File: src/acp_pkg.sv
// Shared constants and types for the converter correction and DMA block.
package acp_pkg;
    // Register word indices; the byte address is four times the index.
    localparam logic [3:0] REG_CFG    = 4'h0;
    localparam logic [3:0] REG_OFFSET = 4'h1;
    localparam logic [3:0] REG_GAIN   = 4'h2;
    localparam logic [3:0] REG_DATA   = 4'h3;
    localparam logic [3:0] REG_FLAG   = 4'h4;
    localparam logic [3:0] REG_DMACFG = 4'h5;
    localparam logic [3:0] REG_DMABEG = 4'h6;
    localparam logic [3:0] REG_DMALEN = 4'h7;
    localparam logic [3:0] REG_DMACUR = 4'h8;
    localparam logic [3:0] REG_PINCFG = 4'h9;
    localparam logic [3:0] REG_PININ  = 4'hA;
    // Field positions in the configuration register.
    localparam int CFG_EN   = 0;
    localparam int CFG_PBUF = 1;
    localparam int CFG_NBUF = 2;
    localparam int CFG_MUXN = 4;
    localparam int CFG_MUXP = 8;
    // Event flag positions.
    localparam int FLG_DATA = 0;
    localparam int FLG_HALF = 1;
    localparam int FLG_FULL = 2;
    localparam int FLG_SAT  = 3;
    localparam int FLG_OVF  = 4;
    // DMA control positions.
    localparam int DMA_LOAD = 0;
    localparam int DMA_WRAP = 1;
    localparam int DMA_RST  = 4;
    // Reset values and fixed constants.
    localparam logic [15:0] OFFSET_RST = 16'h0000;
    localparam logic [15:0] GAIN_RST   = 16'h8000;
    localparam logic [27:0] PINCFG_RST = 28'h444_4444;
    localparam logic [3:0]  PIN_ANALOG = 4'h0;
    localparam logic [15:0] SAT_MAX    = 16'h7FFF;
    localparam logic [15:0] SAT_MIN    = 16'h8000;
    localparam int GAIN_FRAC = 15;
    localparam int NUM_PINS  = 7;
    localparam int VREF_PIN  = 6;
    // One half-word store towards system RAM.
    typedef struct packed {
        logic [31:0] addr;
        logic [15:0] data;
    } acp_dma_wr_t;
    typedef enum logic [1:0] {
        DMA_IDLE,
        DMA_RUN,
        DMA_WRITE,
        DMA_DONE
    } acp_dma_st_t;
endpackage : acp_pkg

File: src/acp_adc_dma.sv
// Converter input control, offset and gain correction, and sample DMA.
// What this block does
// - Analog pins lose digital function and read back as one.
// - Internal reference drives its pin only when enabled and pin analog.
// - First step adds the signed raw result to the signed offset.
// - Multiply by gain; clamp to 0x7FFF or 0x8000 and flag saturation.
// - The corrected value is halved to give the final result.
// - Gain is unsigned: bit 15 integer, bits 14 to 0 fraction.
// - Reset leaves offset at zero and gain at 0x8000.
// - DMA stores corrected results, never raw ones.
// - Buffer length counts 16-bit samples.
// - DMA is reset first, then started by the load bit.
// - Mode bit: 0 linear, 1 auto-wrap.
// - Linear mode stops after the set count and sets the full flag.
// - After linear full, a result before reset or disable sets overflow.
// - Auto-wrap returns to the start and runs until disable or reset.
// - Half flag after the lower half, full flag after the upper half.
// - A readable pointer shows the location being written.
// - Input selector codes: 0-5 external, 8-11 internal, others nothing.
// - Input buffers have gain 0.25; the block does not rescale the data for it.
// - Separate enable bits for positive and negative input buffers.
// - Once enabled the converter converts continuously until disabled.
// - Writing one clears an event flag; zero leaves it.
module acp_adc_dma
    import acp_pkg::*;
(
    // Clock and reset.
    input  wire logic              mclk,
    input  wire logic              rst_n,
    // Avalon-MM register slave.
    input  wire logic [3:0]        avs_address,
    input  wire logic              avs_read,
    input  wire logic              avs_write,
    input  wire logic [31:0]       avs_writedata,
    output logic [31:0]            avs_readdata,
    output logic                   avs_waitrequest,
    // Analog converter.
    input  wire logic              conv_valid,
    input  wire logic [15:0]       conv_data,
    output logic                   conv_enable,
    output logic [5:0]             pos_ext_sel,
    output logic [3:0]             pos_int_sel,
    output logic [5:0]             neg_ext_sel,
    output logic [3:0]             neg_int_sel,
    output logic                   positive_buffer_enable,
    output logic                   negative_buffer_enable,
    output logic                   vref_out_enable,
    // Analog-capable pins.
    input  wire logic [NUM_PINS-1:0] pin_in,
    output logic [NUM_PINS-1:0]    pin_digital_off,
    // DMA write master towards RAM.
    output logic                   dma_valid,
    output acp_dma_wr_t            dma_wr,
    input  wire logic              dma_ready
);
    // Bus slave.
    logic [31:0]         rdata_ff;
    logic                wait_ff;

    // Settings written by software.
    logic [11:0]         cfg_ff;
    logic [15:0]         offset_ff;
    logic [15:0]         gain_ff;

    // Latest result and event flags.
    logic [15:0]         result_ff;
    logic                res_valid_ff;
    logic                res_sat_ff;
    logic [4:0]          flags_ff;

    // Sample DMA channel.
    logic                wrap_ff;
    logic                armed_ff;
    logic [31:0]         beg_ff;
    logic [15:0]         len_ff;
    logic [15:0]         count_ff;

    // Pins and input selectors.
    logic [27:0]         pincfg_ff;
    logic [NUM_PINS-1:0] analog_ff;
    logic [5:0]          pos_ext_ff;
    logic [3:0]          pos_int_ff;
    logic [5:0]          neg_ext_ff;
    logic [3:0]          neg_int_ff;
    logic                vref_ff;

    // Store towards RAM.
    logic                dma_valid_ff;
    acp_dma_wr_t         dma_wr_ff;
    acp_dma_st_t         st_ff;

    // Next values and strobes.
    logic                wr_acc;
    logic [16:0]         nxt_sum;
    logic [33:0]         nxt_prod;
    logic [33:0]         nxt_scaled;
    logic [15:0]         nxt_gained;
    logic                nxt_sat;
    logic [4:0]          nxt_set;
    logic [4:0]          nxt_clr;
    logic [31:0]         nxt_rdata;
    logic [15:0]         nxt_count;
    logic                dma_rst_wr;
    logic                dma_load_wr;
    logic                last_wr;
    logic                half_wr;
    logic [31:0]         cur_ptr;

    // Accesses complete one cycle after they appear; waitrequest is high
    // while idle, which the bus allows and keeps the output a plain flop.
    // A write takes effect at the edge that completes it, never earlier.
    assign wr_acc = avs_write && !wait_ff;

    always_ff @(posedge mclk) begin
        if (!rst_n) begin
            wait_ff <= 1'b1;
        end else if ((avs_read || avs_write) && wait_ff) begin
            wait_ff <= 1'b0;
        end else begin
            wait_ff <= 1'b1;
        end
    end

    always_comb begin
        nxt_rdata = 32'h0000_0000;
        unique case (avs_address)
            REG_CFG:    nxt_rdata[11:0] = cfg_ff;
            REG_OFFSET: nxt_rdata[15:0] = offset_ff;
            REG_GAIN:   nxt_rdata[15:0] = gain_ff;
            REG_DATA:   nxt_rdata[15:0] = result_ff;
            REG_FLAG:   nxt_rdata[4:0]  = flags_ff;
            REG_DMACFG: begin
                nxt_rdata[DMA_LOAD] = (st_ff == DMA_RUN)
                                   || (st_ff == DMA_WRITE);
                nxt_rdata[DMA_WRAP] = wrap_ff;
            end
            REG_DMABEG: nxt_rdata = beg_ff;
            REG_DMALEN: nxt_rdata[15:0] = len_ff;
            REG_DMACUR: nxt_rdata = cur_ptr;
            REG_PINCFG: nxt_rdata[27:0] = pincfg_ff;
            REG_PININ:  nxt_rdata[NUM_PINS-1:0] = pin_in | analog_ff;
            default:    nxt_rdata = 32'h0000_0000;
        endcase
    end

    // Read data is captured in the wait cycle, so it stands at the edge
    // where the master samples waitrequest low.
    always_ff @(posedge mclk) begin
        if (!rst_n) begin
            rdata_ff <= 32'h0000_0000;
        end else if (avs_read && wait_ff) begin
            rdata_ff <= nxt_rdata;
        end
    end

    // Configuration registers.
    always_ff @(posedge mclk) begin
        if (!rst_n) begin
            cfg_ff    <= 12'h000;
            offset_ff <= OFFSET_RST;
            gain_ff   <= GAIN_RST;
            beg_ff    <= 32'h0000_0000;
            len_ff    <= 16'h0000;
            wrap_ff   <= 1'b0;
            pincfg_ff <= PINCFG_RST;
        end else if (wr_acc) begin
            unique case (avs_address)
                REG_CFG:    cfg_ff    <= avs_writedata[11:0];
                REG_OFFSET: offset_ff <= avs_writedata[15:0];
                REG_GAIN:   gain_ff   <= avs_writedata[15:0];
                REG_DMABEG: beg_ff    <= avs_writedata;
                REG_DMALEN: len_ff    <= avs_writedata[15:0];
                REG_DMACFG: wrap_ff   <= avs_writedata[DMA_WRAP];
                REG_PINCFG: pincfg_ff <= avs_writedata[27:0];
                default: begin
                end
            endcase
        end
    end

    // Pin mode decode and the reference output gate.
    // Both decode the same pin fields, so they change on the same edge.
    always_ff @(posedge mclk) begin
        if (!rst_n) begin
            analog_ff <= '0;
            vref_ff   <= 1'b0;
        end else begin
            for (int i = 0; i < NUM_PINS; i++) begin
                analog_ff[i] <= pincfg_ff[4*i +: 4] == PIN_ANALOG;
            end
            vref_ff <= cfg_ff[CFG_EN]
                    && pincfg_ff[4*VREF_PIN +: 4] == PIN_ANALOG;
        end
    end

    // Selector decode; unlisted codes leave every switch open.
    always_ff @(posedge mclk) begin
        if (!rst_n) begin
            pos_ext_ff <= 6'h00;
            pos_int_ff <= 4'h0;
            neg_ext_ff <= 6'h00;
            neg_int_ff <= 4'h0;
        end else begin
            pos_ext_ff <= 6'h00;
            pos_int_ff <= 4'h0;
            neg_ext_ff <= 6'h00;
            neg_int_ff <= 4'h0;
            if (cfg_ff[CFG_MUXP+3 -: 4] < 4'h6) begin
                pos_ext_ff[cfg_ff[CFG_MUXP+2 -: 3]] <= 1'b1;
            end else if (cfg_ff[CFG_MUXP+3 -: 2] == 2'b10) begin
                pos_int_ff[cfg_ff[CFG_MUXP+1 -: 2]] <= 1'b1;
            end
            if (cfg_ff[CFG_MUXN+3 -: 4] < 4'h6) begin
                neg_ext_ff[cfg_ff[CFG_MUXN+2 -: 3]] <= 1'b1;
            end else if (cfg_ff[CFG_MUXN+3 -: 2] == 2'b10) begin
                neg_int_ff[cfg_ff[CFG_MUXN+1 -: 2]] <= 1'b1;
            end
        end
    end

    // Correction arithmetic, done in one cycle since samples are slow.
    always_comb begin
        nxt_sum = {conv_data[15], conv_data}
                + {offset_ff[15], offset_ff};
        nxt_prod = $signed(nxt_sum) * $signed({1'b0, gain_ff});
        nxt_scaled = $signed(nxt_prod) >>> GAIN_FRAC;
        nxt_sat = 1'b0;
        nxt_gained = nxt_scaled[15:0];
        // Everything above the low sixteen bits must copy the sign bit,
        // otherwise the product has left the signed sixteen-bit range.
        if (!nxt_scaled[33] && nxt_scaled[32:15] != 18'h0_0000) begin
            nxt_gained = SAT_MAX;
            nxt_sat    = 1'b1;
        end else if (nxt_scaled[33] && nxt_scaled[32:15] != 18'h3_FFFF) begin
            nxt_gained = SAT_MIN;
            nxt_sat    = 1'b1;
        end
    end

    // Results arrive only while the converter is enabled.
    // A strobe seen while disabled is ignored, as the converter is off.
    always_ff @(posedge mclk) begin
        if (!rst_n) begin
            result_ff    <= 16'h0000;
            res_valid_ff <= 1'b0;
            res_sat_ff   <= 1'b0;
        end else begin
            res_valid_ff <= conv_valid && cfg_ff[CFG_EN];
            res_sat_ff   <= 1'b0;
            if (conv_valid && cfg_ff[CFG_EN]) begin
                result_ff  <= {nxt_gained[15], nxt_gained[15:1]};
                res_sat_ff <= nxt_sat;
            end
        end
    end

    // DMA control strobes; the load bit only starts a channel that was
    // reset since its last run.
    assign dma_rst_wr  = wr_acc && avs_address == REG_DMACFG
                      && avs_writedata[DMA_RST];
    assign dma_load_wr = wr_acc && avs_address == REG_DMACFG
                      && avs_writedata[DMA_LOAD] && armed_ff;
    assign nxt_count   = count_ff + 16'h0001;
    assign last_wr     = nxt_count >= len_ff;
    assign half_wr     = nxt_count == {1'b0, len_ff[15:1]};
    // Byte address of the next store; it doubles as the pointer register.
    assign cur_ptr     = beg_ff + {15'h0000, count_ff, 1'b0};

    // The start consumes the arming, so a second load without a fresh
    // reset cannot restart a channel that has already filled its buffer.
    always_ff @(posedge mclk) begin
        if (!rst_n) begin
            armed_ff <= 1'b0;
        end else if (dma_rst_wr) begin
            armed_ff <= 1'b1;
        end else if (dma_load_wr) begin
            armed_ff <= 1'b0;
        end
    end

    always_ff @(posedge mclk) begin
        if (!rst_n) begin
            st_ff        <= DMA_IDLE;
            count_ff     <= 16'h0000;
            dma_valid_ff <= 1'b0;
            dma_wr_ff    <= '0;
        end else if (dma_rst_wr) begin
            st_ff        <= DMA_IDLE;
            count_ff     <= 16'h0000;
            dma_valid_ff <= 1'b0;
        end else begin
            unique case (st_ff)
                DMA_IDLE: begin
                    if (dma_load_wr) begin
                        st_ff <= DMA_RUN;
                    end
                end
                DMA_RUN: begin
                    if (res_valid_ff) begin
                        dma_valid_ff   <= 1'b1;
                        dma_wr_ff.data <= result_ff;
                        dma_wr_ff.addr <= cur_ptr;
                        st_ff <= DMA_WRITE;
                    end
                end
                DMA_WRITE: begin
                    // No queue: a result landing now is lost and flagged.
                    if (dma_ready) begin
                        dma_valid_ff <= 1'b0;
                        if (!last_wr) begin
                            count_ff <= nxt_count;
                            st_ff    <= DMA_RUN;
                        end else if (wrap_ff) begin
                            count_ff <= 16'h0000;
                            st_ff    <= DMA_RUN;
                        end else begin
                            // The pointer still moves past the last
                            // sample, so it reads as the buffer end.
                            count_ff <= nxt_count;
                            st_ff    <= DMA_DONE;
                        end
                    end
                end
                DMA_DONE: begin
                end
            endcase
        end
    end

    // Event flags; a set in the same cycle as a clear wins.
    always_comb begin
        nxt_set = 5'h00;
        nxt_set[FLG_DATA] = res_valid_ff;
        nxt_set[FLG_SAT]  = res_sat_ff;
        nxt_set[FLG_HALF] = st_ff == DMA_WRITE && dma_ready
                         && half_wr;
        nxt_set[FLG_FULL] = st_ff == DMA_WRITE && dma_ready
                         && last_wr;
        // A sample with nowhere to go is lost and reported.
        nxt_set[FLG_OVF]  = res_valid_ff && cfg_ff[CFG_EN]
                         && (st_ff == DMA_DONE
                          || st_ff == DMA_WRITE);
        nxt_clr = 5'h00;
        if (wr_acc && avs_address == REG_FLAG) begin
            nxt_clr = avs_writedata[4:0];
        end
    end

    always_ff @(posedge mclk) begin
        if (!rst_n) begin
            flags_ff <= 5'h00;
        end else begin
            flags_ff <= (flags_ff & ~nxt_clr) | nxt_set;
        end
    end

    assign avs_readdata           = rdata_ff;
    assign avs_waitrequest        = wait_ff;
    assign conv_enable            = cfg_ff[CFG_EN];
    assign positive_buffer_enable = cfg_ff[CFG_PBUF];
    assign negative_buffer_enable = cfg_ff[CFG_NBUF];
    assign vref_out_enable        = vref_ff;
    assign pos_ext_sel            = pos_ext_ff;
    assign pos_int_sel            = pos_int_ff;
    assign neg_ext_sel            = neg_ext_ff;
    assign neg_int_sel            = neg_int_ff;
    assign pin_digital_off        = analog_ff;
    assign dma_valid              = dma_valid_ff;
    assign dma_wr                 = dma_wr_ff;
endmodule : acp_adc_dma

File: config.mk
export PLATFORM = sky130hd
export DESIGN_NAME = acp_adc_dma
export DESIGN_NICKNAME = d
export VERILOG_FILES = /design/src/acp_pkg.sv /design/src/acp_adc_dma.sv
export SDC_FILE = /design/constraint.sdc
export NUM_CORES = 1
export LEC_CHECK = 0
export BUFFER_PORTS_ARGS = -buffer_cell sky130_fd_sc_hd__buf_2
export CORE_AREA = 2 2 261 366
export CTS_CLUSTER_SIZE = 16
export DETAILED_ROUTE_END_ITERATION = 10
export DIE_AREA = 0 0 263 368
export GPL_ROUTABILITY_DRIVEN = 0
export SKIP_CTS_REPAIR_TIMING = 1
export SLEW_MARGIN = 25
export SYNTH_ARGS = -nofsm -noshare
export SYNTH_HDL_FRONTEND = slang
export SYNTH_SLANG_ARGS = --single-unit
File: constraint.sdc
create_clock -name mclk -period 24.5 [get_ports mclk]
set_input_delay 2.45 -clock mclk [delete_from_list [all_inputs] [get_ports mclk]]
set_output_delay 2.45 -clock mclk [all_outputs]
set_load 0.02 [all_outputs]
# Word level (Yosys, flattened, before mapping)
# Cells that the tools add are included.
# W data, S select, Z words.
[word_totals]
reg_bits = 271
latchBits = 0
ramBits = 0
romBits = 0
out_inout_bits = 113
elab_cells = 158
mem_count = 0
[classes]
n_addsub = 3
n_mul = 1
n_div = 0
order_cmp = 11
eq_ne = 20
n_shift = 0
mux = 34
bitwise_logic = 8
reduce_logical = 56
[ops]
columns = ["op", "count"]
rows = [
  ["$mux W16", 4],
  ["$pmux W5 S8", 1],
  ["$pmux W12 S3", 1],
  ["$mul A17 B17 Y34", 1],
  ["$add A32 B17 Y32", 1],
  ["$logic_not A4 Y1", 8],
  ["$pmux W3 S10", 1],
  ["$pmux W4 S7", 1],
  ["$pmux W2 S11", 1],
  ["$reduce_and A2 Y1", 11],
  ["$logic_and A1 B1 Y1", 21],
  ["$ne A18 B18 Y1 const B", 1],
  ["$pmux W2 S9", 1],
  ["$reduce_bool A18 Y1", 1],
  ["$add A16 B16 Y17", 1],
  ["$add A16 B1 Y16 const B", 1],
  ["$eq A16 B15 Y1", 1],
  ["$eq A4 B3 Y1 const B", 4],
  ["$ge A16 B16 Y1", 1],
  ["$eq A4 B4 Y1 const B", 3],
  ["$mux W1", 11],
  ["$mux W2", 5],
  ["$eq A2 B2 Y1 const B", 4],
  ["$eq A4 B2 Y1 const B", 2],
  ["other kinds (28)", 46],
]

# Depth between registers and ports, before layout
[depth]
word_depth = 7
mapped_depth = 35

# Worst setup path after synthesis
# Ideal clock, no wire load.
[synth_timing]
path_kind = "in2reg"
startpoint = "input port conv_data[0]"
endpoint = "register result_ff[10]"
setup_time_ns = 0.128
arrival_ns = 10.456
t_required_ns = 24.372
setup_slack_ns = 13.916
path_stages = 35
path_cell_list = "ha_1 inv_1 fa_1 nor2b_1 o21a_1 o21ai_1 a211oi_1 a2111oi_0 nor3_1 nand4_1 a32o_1 buf_2 nand2_1 inv_1 fa_1 fa_1 clkbuf_1 xnor2_1 xnor2_1 fa_1 fa_1 inv_1 fa_1 inv_1 ha_1 a21oi_1 o21bai_1 a21o_1 a21o_1 a31oi_2 o21ai_1 mux2_4 nor3b_4 or2b_4 o211ai_1"
[synth_via]
elab_chain_len = 6
[synth_lines]
columns = ["element", "line", "source"]
rows = [
  ["from (decl)", "acp_adc_dma.sv:39", "input wire logic [15:0] conv_data,"],
  ["$add A16 B16 Y17 *", "acp_adc_dma.sv:224", "+ {offset_ff[15], offset_ff};"],
  ["$mul A17 B17 Y34 *", "acp_adc_dma.sv:225", "nxt_prod = $signed(nxt_sum) * $signed({1'b0, gain_ff});"],
  ["$ne A18 B18 Y1", "acp_adc_dma.sv:234", "end else if (nxt_scaled[33] && nxt_scaled[32:15] != 18'h3_FFFF) begin"],
  ["$logic_and A1 B1 Y1", "acp_adc_dma.sv:234", ""],
  ["$mux W16", "acp_adc_dma.sv:234", ""],
  ["$mux W16 *", "acp_adc_dma.sv:231", "if (!nxt_scaled[33] && nxt_scaled[32:15] != 18'h0_0000) begin"],
  ["to (signal assigned)", "acp_adc_dma.sv:251", "result_ff <= {nxt_gained[15], nxt_gained[15:1]};"],
  ["to (decl)", "acp_adc_dma.sv:66", "logic [15:0] result_ff;"],
]
# Every way passes the cells marked *; elsewhere a longest branch is shown, timed or not.
# A chain may end at the register's enable or synchronous reset.

# Worst setup path in the final report
[layout_timing]
startpoint = "input port conv_data[0]"
endpoint = "register result_ff[7]"
# The elaborated chain is that of the path after synthesis.

==> summary.md <==
| Metric | Value |
|---|---|
| Status | `completed` |
| Sw frac | `0.269` |
| Top sig layer | `met5` |
| Setup violations, final | `0` |
| Antenna violations before repair | `11` |
| Count of flip-flops with a built-in enable after synthesis | `0` |
| Crit Path Max Fanout | `17` |
| #FFs+latches synth | `271` |
| IO Count | `178` |
| Slowest CP cell | `fa_1` |
| Most frequent cell after synthesis | `nand2_1` |
| NetSw | `0.275 mW` |
| Register area share after synthesis | `0.234` |
| Peak Freq | `about 88 MHz` |
| Async set-or-reset flop fraction in the synthesized netlist | `0` |
| 1st-iter DRT viols | `around 1,800` |
| Final WL | `80,400 microns` |
| Worst vdd ir | `0.0000513 V` |
| Port Buffers | `177` |
| Wire length on met3 | `roughly 6500 microns` |
| Synth warn | `0` |
| Post-synthesis cell type count | `81` |
| Post-DRT Antenna Nets | `0` |
| Clock latency on the worst-skew pair | `approximately 0.57 ns` |
| TNS Setup | `0 ns` |
| Tot Pwr | `1.02 mW` |
| Clock tree buffer depth | `3` |
| Slew @ Worst Pin | `between 1 and 1.5 ns` |
| Vias per cell | `between 4 and 5` |
| Mapped Cells | `2,766` |
| Clk sinks | `roughly 270` |
| Post-placement cell count | `slightly above 4,000` |
| Met1 Wirelength | `30,400 microns` |
| Vias in the first global route | `20,100` |
| First-pass GRT wire length | `123,000 microns` |
| Post-Syn Nets | `between 3,000 and 4,000` |
| Reg clk slew, reported paths | `0.06 ns` |
| Row count | `133` |
| Slew Limit Fails | `0` |
| Layout cells sized above 1 | `0.109` |
| Root Buffer | `clkbuf_16` |
| CP Data Arrival Time | `~12 ns` |
| Worst Setup Start Kind | `input port` |
| Die area | `0.0968 sq mm` |
| Most used cell along the critical path | `fa_1` |
| Top-area cell type share of the netlist area | `0.234` |
| Grt ovf | `0` |
| Worst Skew | `0.0153 ns` |
| Syn_area_per_cell | `8.39 sq um` |
| Horiz. Die Dim | `263 microns` |
| Final Cell Area | `about 0.026 sq mm` |
| Metal2 WL | `38,700 microns` |
| Post-synth top flop | `dfxtp_1` |
| TritonCTS clock tree | `built` |
| RSZ-0062 raised after global routing | `no` |
| Comb power frac | `0.111` |
| Internal power | `0.746 mW` |
| Place WS | `12.64 ns` |
| Core ar. | `roughly 0.094 sq mm` |
| Routed wire per std cell | `19.5 microns` |
| H-tree Lvls | `1` |
| Post-route insts no fill | `4,115` |
| DP Area | `~0.025 sq mm` |
| Largest net degree at the start of global routing | `74` |
| Clock network power share | `0.453` |
| Final hold violation count | `0` |
| Post-synth top cells | `nand2_1, inv_1, dfxtp_1` |
| DRT Pass-1 Iters | `8` |
| DRC violations left | `0` |
| Final min period | `11.39 ns` |
| Worst Hold Class | `flip-flop to flip-flop` |
| Synth area leaders | `dfxtp_1, fa_1, nand2_1` |
| Pleak | `approximately 12 nW` |
| Dpl hpwl | `around 62,000 microns` |
| CP Class | `input port to flip-flop` |
| Sequential share of power | `0.436` |
| Starting Density | `0.248` |
| Nets | `3,355` |
| Worst setup margin | `~13 ns` |
| Area Growth Syn to Fin | `14.2%` |
| Crit-path max cell delay | `0.75 ns` |
| CP endpoint kind | `flip-flop` |
| Syn Std Cell Area | `0.0232 sq mm` |
| Total global-route track usage | `0.165` |
| Die Height | `368 microns` |
| Pwr Density | `38.6 mW/mm^2` |
| CP required | `roughly 25 ns` |
| Cts bufs inserted | `29` |
| Vias | `19,900` |
| Max Cap Viol | `0` |
| Fin crit share | `0.465` |
| Max-slew headroom | `0.273` |
| Synth area leader | `dfxtp_1` |
## kinds of logic (layout without fill, tap and decap cells)
group	after synthesis	count (layout)	synth area share
AOI/OAI and AO/OA	505	505	0.139
xor gates and xnor gates	109	109	0.0411
adders and majority gates	416	416	0.311
buffers and inverters	513	645	0.0853
DFF	271	271	0.234
muxes	4	4	0.00205
other	0	2	0
and+or+nand+nor	948	948	0.188
## power groups by stage
stage / Sequential, mW / Combinational, mW / Clock (mW)
floorplan: 0.455 / 0.0694 / 0
global placement: 0.455 / 0.111 / 0
detailed placement: 0.455 / 0.112 / 0
CTS: 0.445 / 0.112 / 0.468
global route: 0.445 / 0.125 / 0.486
finish: 0.445 / 0.114 / 0.463
## layout by cell type, fill, tap and decap left out, types with 12 or more instances in the layout
cell type | synthesis | final
clkbuf_16 | 0 | 29
and3_1 | 20 | 19
xor2_1 | 36 | 34
nor2_1 | 106 | 103
dfxtp_1 | 271 | 270
nand3_1 | 39 | 39
nand2b_1 | 19 | 19
o21ai_0 | 58 | 58
a22oi_1 | 36 | 36
inv_1 | 380 | 379
ha_1 | 143 | 143
xnor2_1 | 73 | 67
a211oi_1 | 16 | 16
nand2_1 | 520 | 519
o211ai_1 | 13 | 13
a21oi_1 | 234 | 234
and2_1 | 133 | 133
a221oi_1 | 14 | 14
buf_4 | 3 | 36
fa_1 | 270 | 270
nand4_1 | 12 | 12
a21o_1 | 33 | 33
buf_2 | 4 | 177
nor2b_1 | 22 | 22
nor3_1 | 27 | 21
## worst paths after layout
kind	from	end	slack, ns	cells after the start
worst max-delay path	conv_data[0]	result_ff[7]	13.11	34
worst min-delay path	dma_wr[29]	dma_wr[29]	0.45	2
worst min register to register	dma_wr[29]	dma_wr[29]	0.45	2
worst max register to register	offset_ff[2]	result_ff[7]	14.52	31
## stage by stage
| stage | hold slack, ns | util |
|---|---|---|
| 2_1_floorplan | 0.413 | - |
| 3_3_place_gp | 0.438 | 0.272 |
| 3_5_place_dp | 0.444 | 0.272 |
| 4_1_cts | 0.457 | 0.283 |
| 5_1_grt | 0.475 | 0.283 |
| 6_report | 0.454 | 0.283 |
## per-layer routing
metal,vias to the layer above,global-route usage
li1,9135,-
met1,9722,0.191
met2,792,0.287
met3,206,0.0329
met4,14,0.0862
met5,-,0
## flip-flops by register name, summed over array words and instances, names as in the netlist, 7 cells and up
signal	flops
cfg_ff	12
count_ff	16
dma_wr	47
len_ff	16
result_ff	15
pin_digital_off	7
pincfg_ff	28
avs_readdata	32
beg_ff	32
offset_ff	16
gain_ff	16
## critical path: cells and delay by family
kind | cells | cell delay [ns]
muxes | 1 | 0.34
buffers and inverters | 5 | 0.42
xor gates and xnor gates | 2 | 0.81
adders and majority gates | 8 | 3.55
and+or+nand+nor | 6 | 1.22
AOI/OAI and AO/OA | 12 | 3.03
## cell type report
class,instances,area (sq um)
Fill cell,10000,67000
Multi-Input combinational cell,1982,16000
Sequential cell,271,5430
Tap cell,1215,1520
Inverter,380,1430
Clock buffer,38,820
Antenna cell,2,5.00
Clock inverter,14,169
Timing Repair Buffer,213,1160
Note: power is estimated with default switching activity, not from simulation.
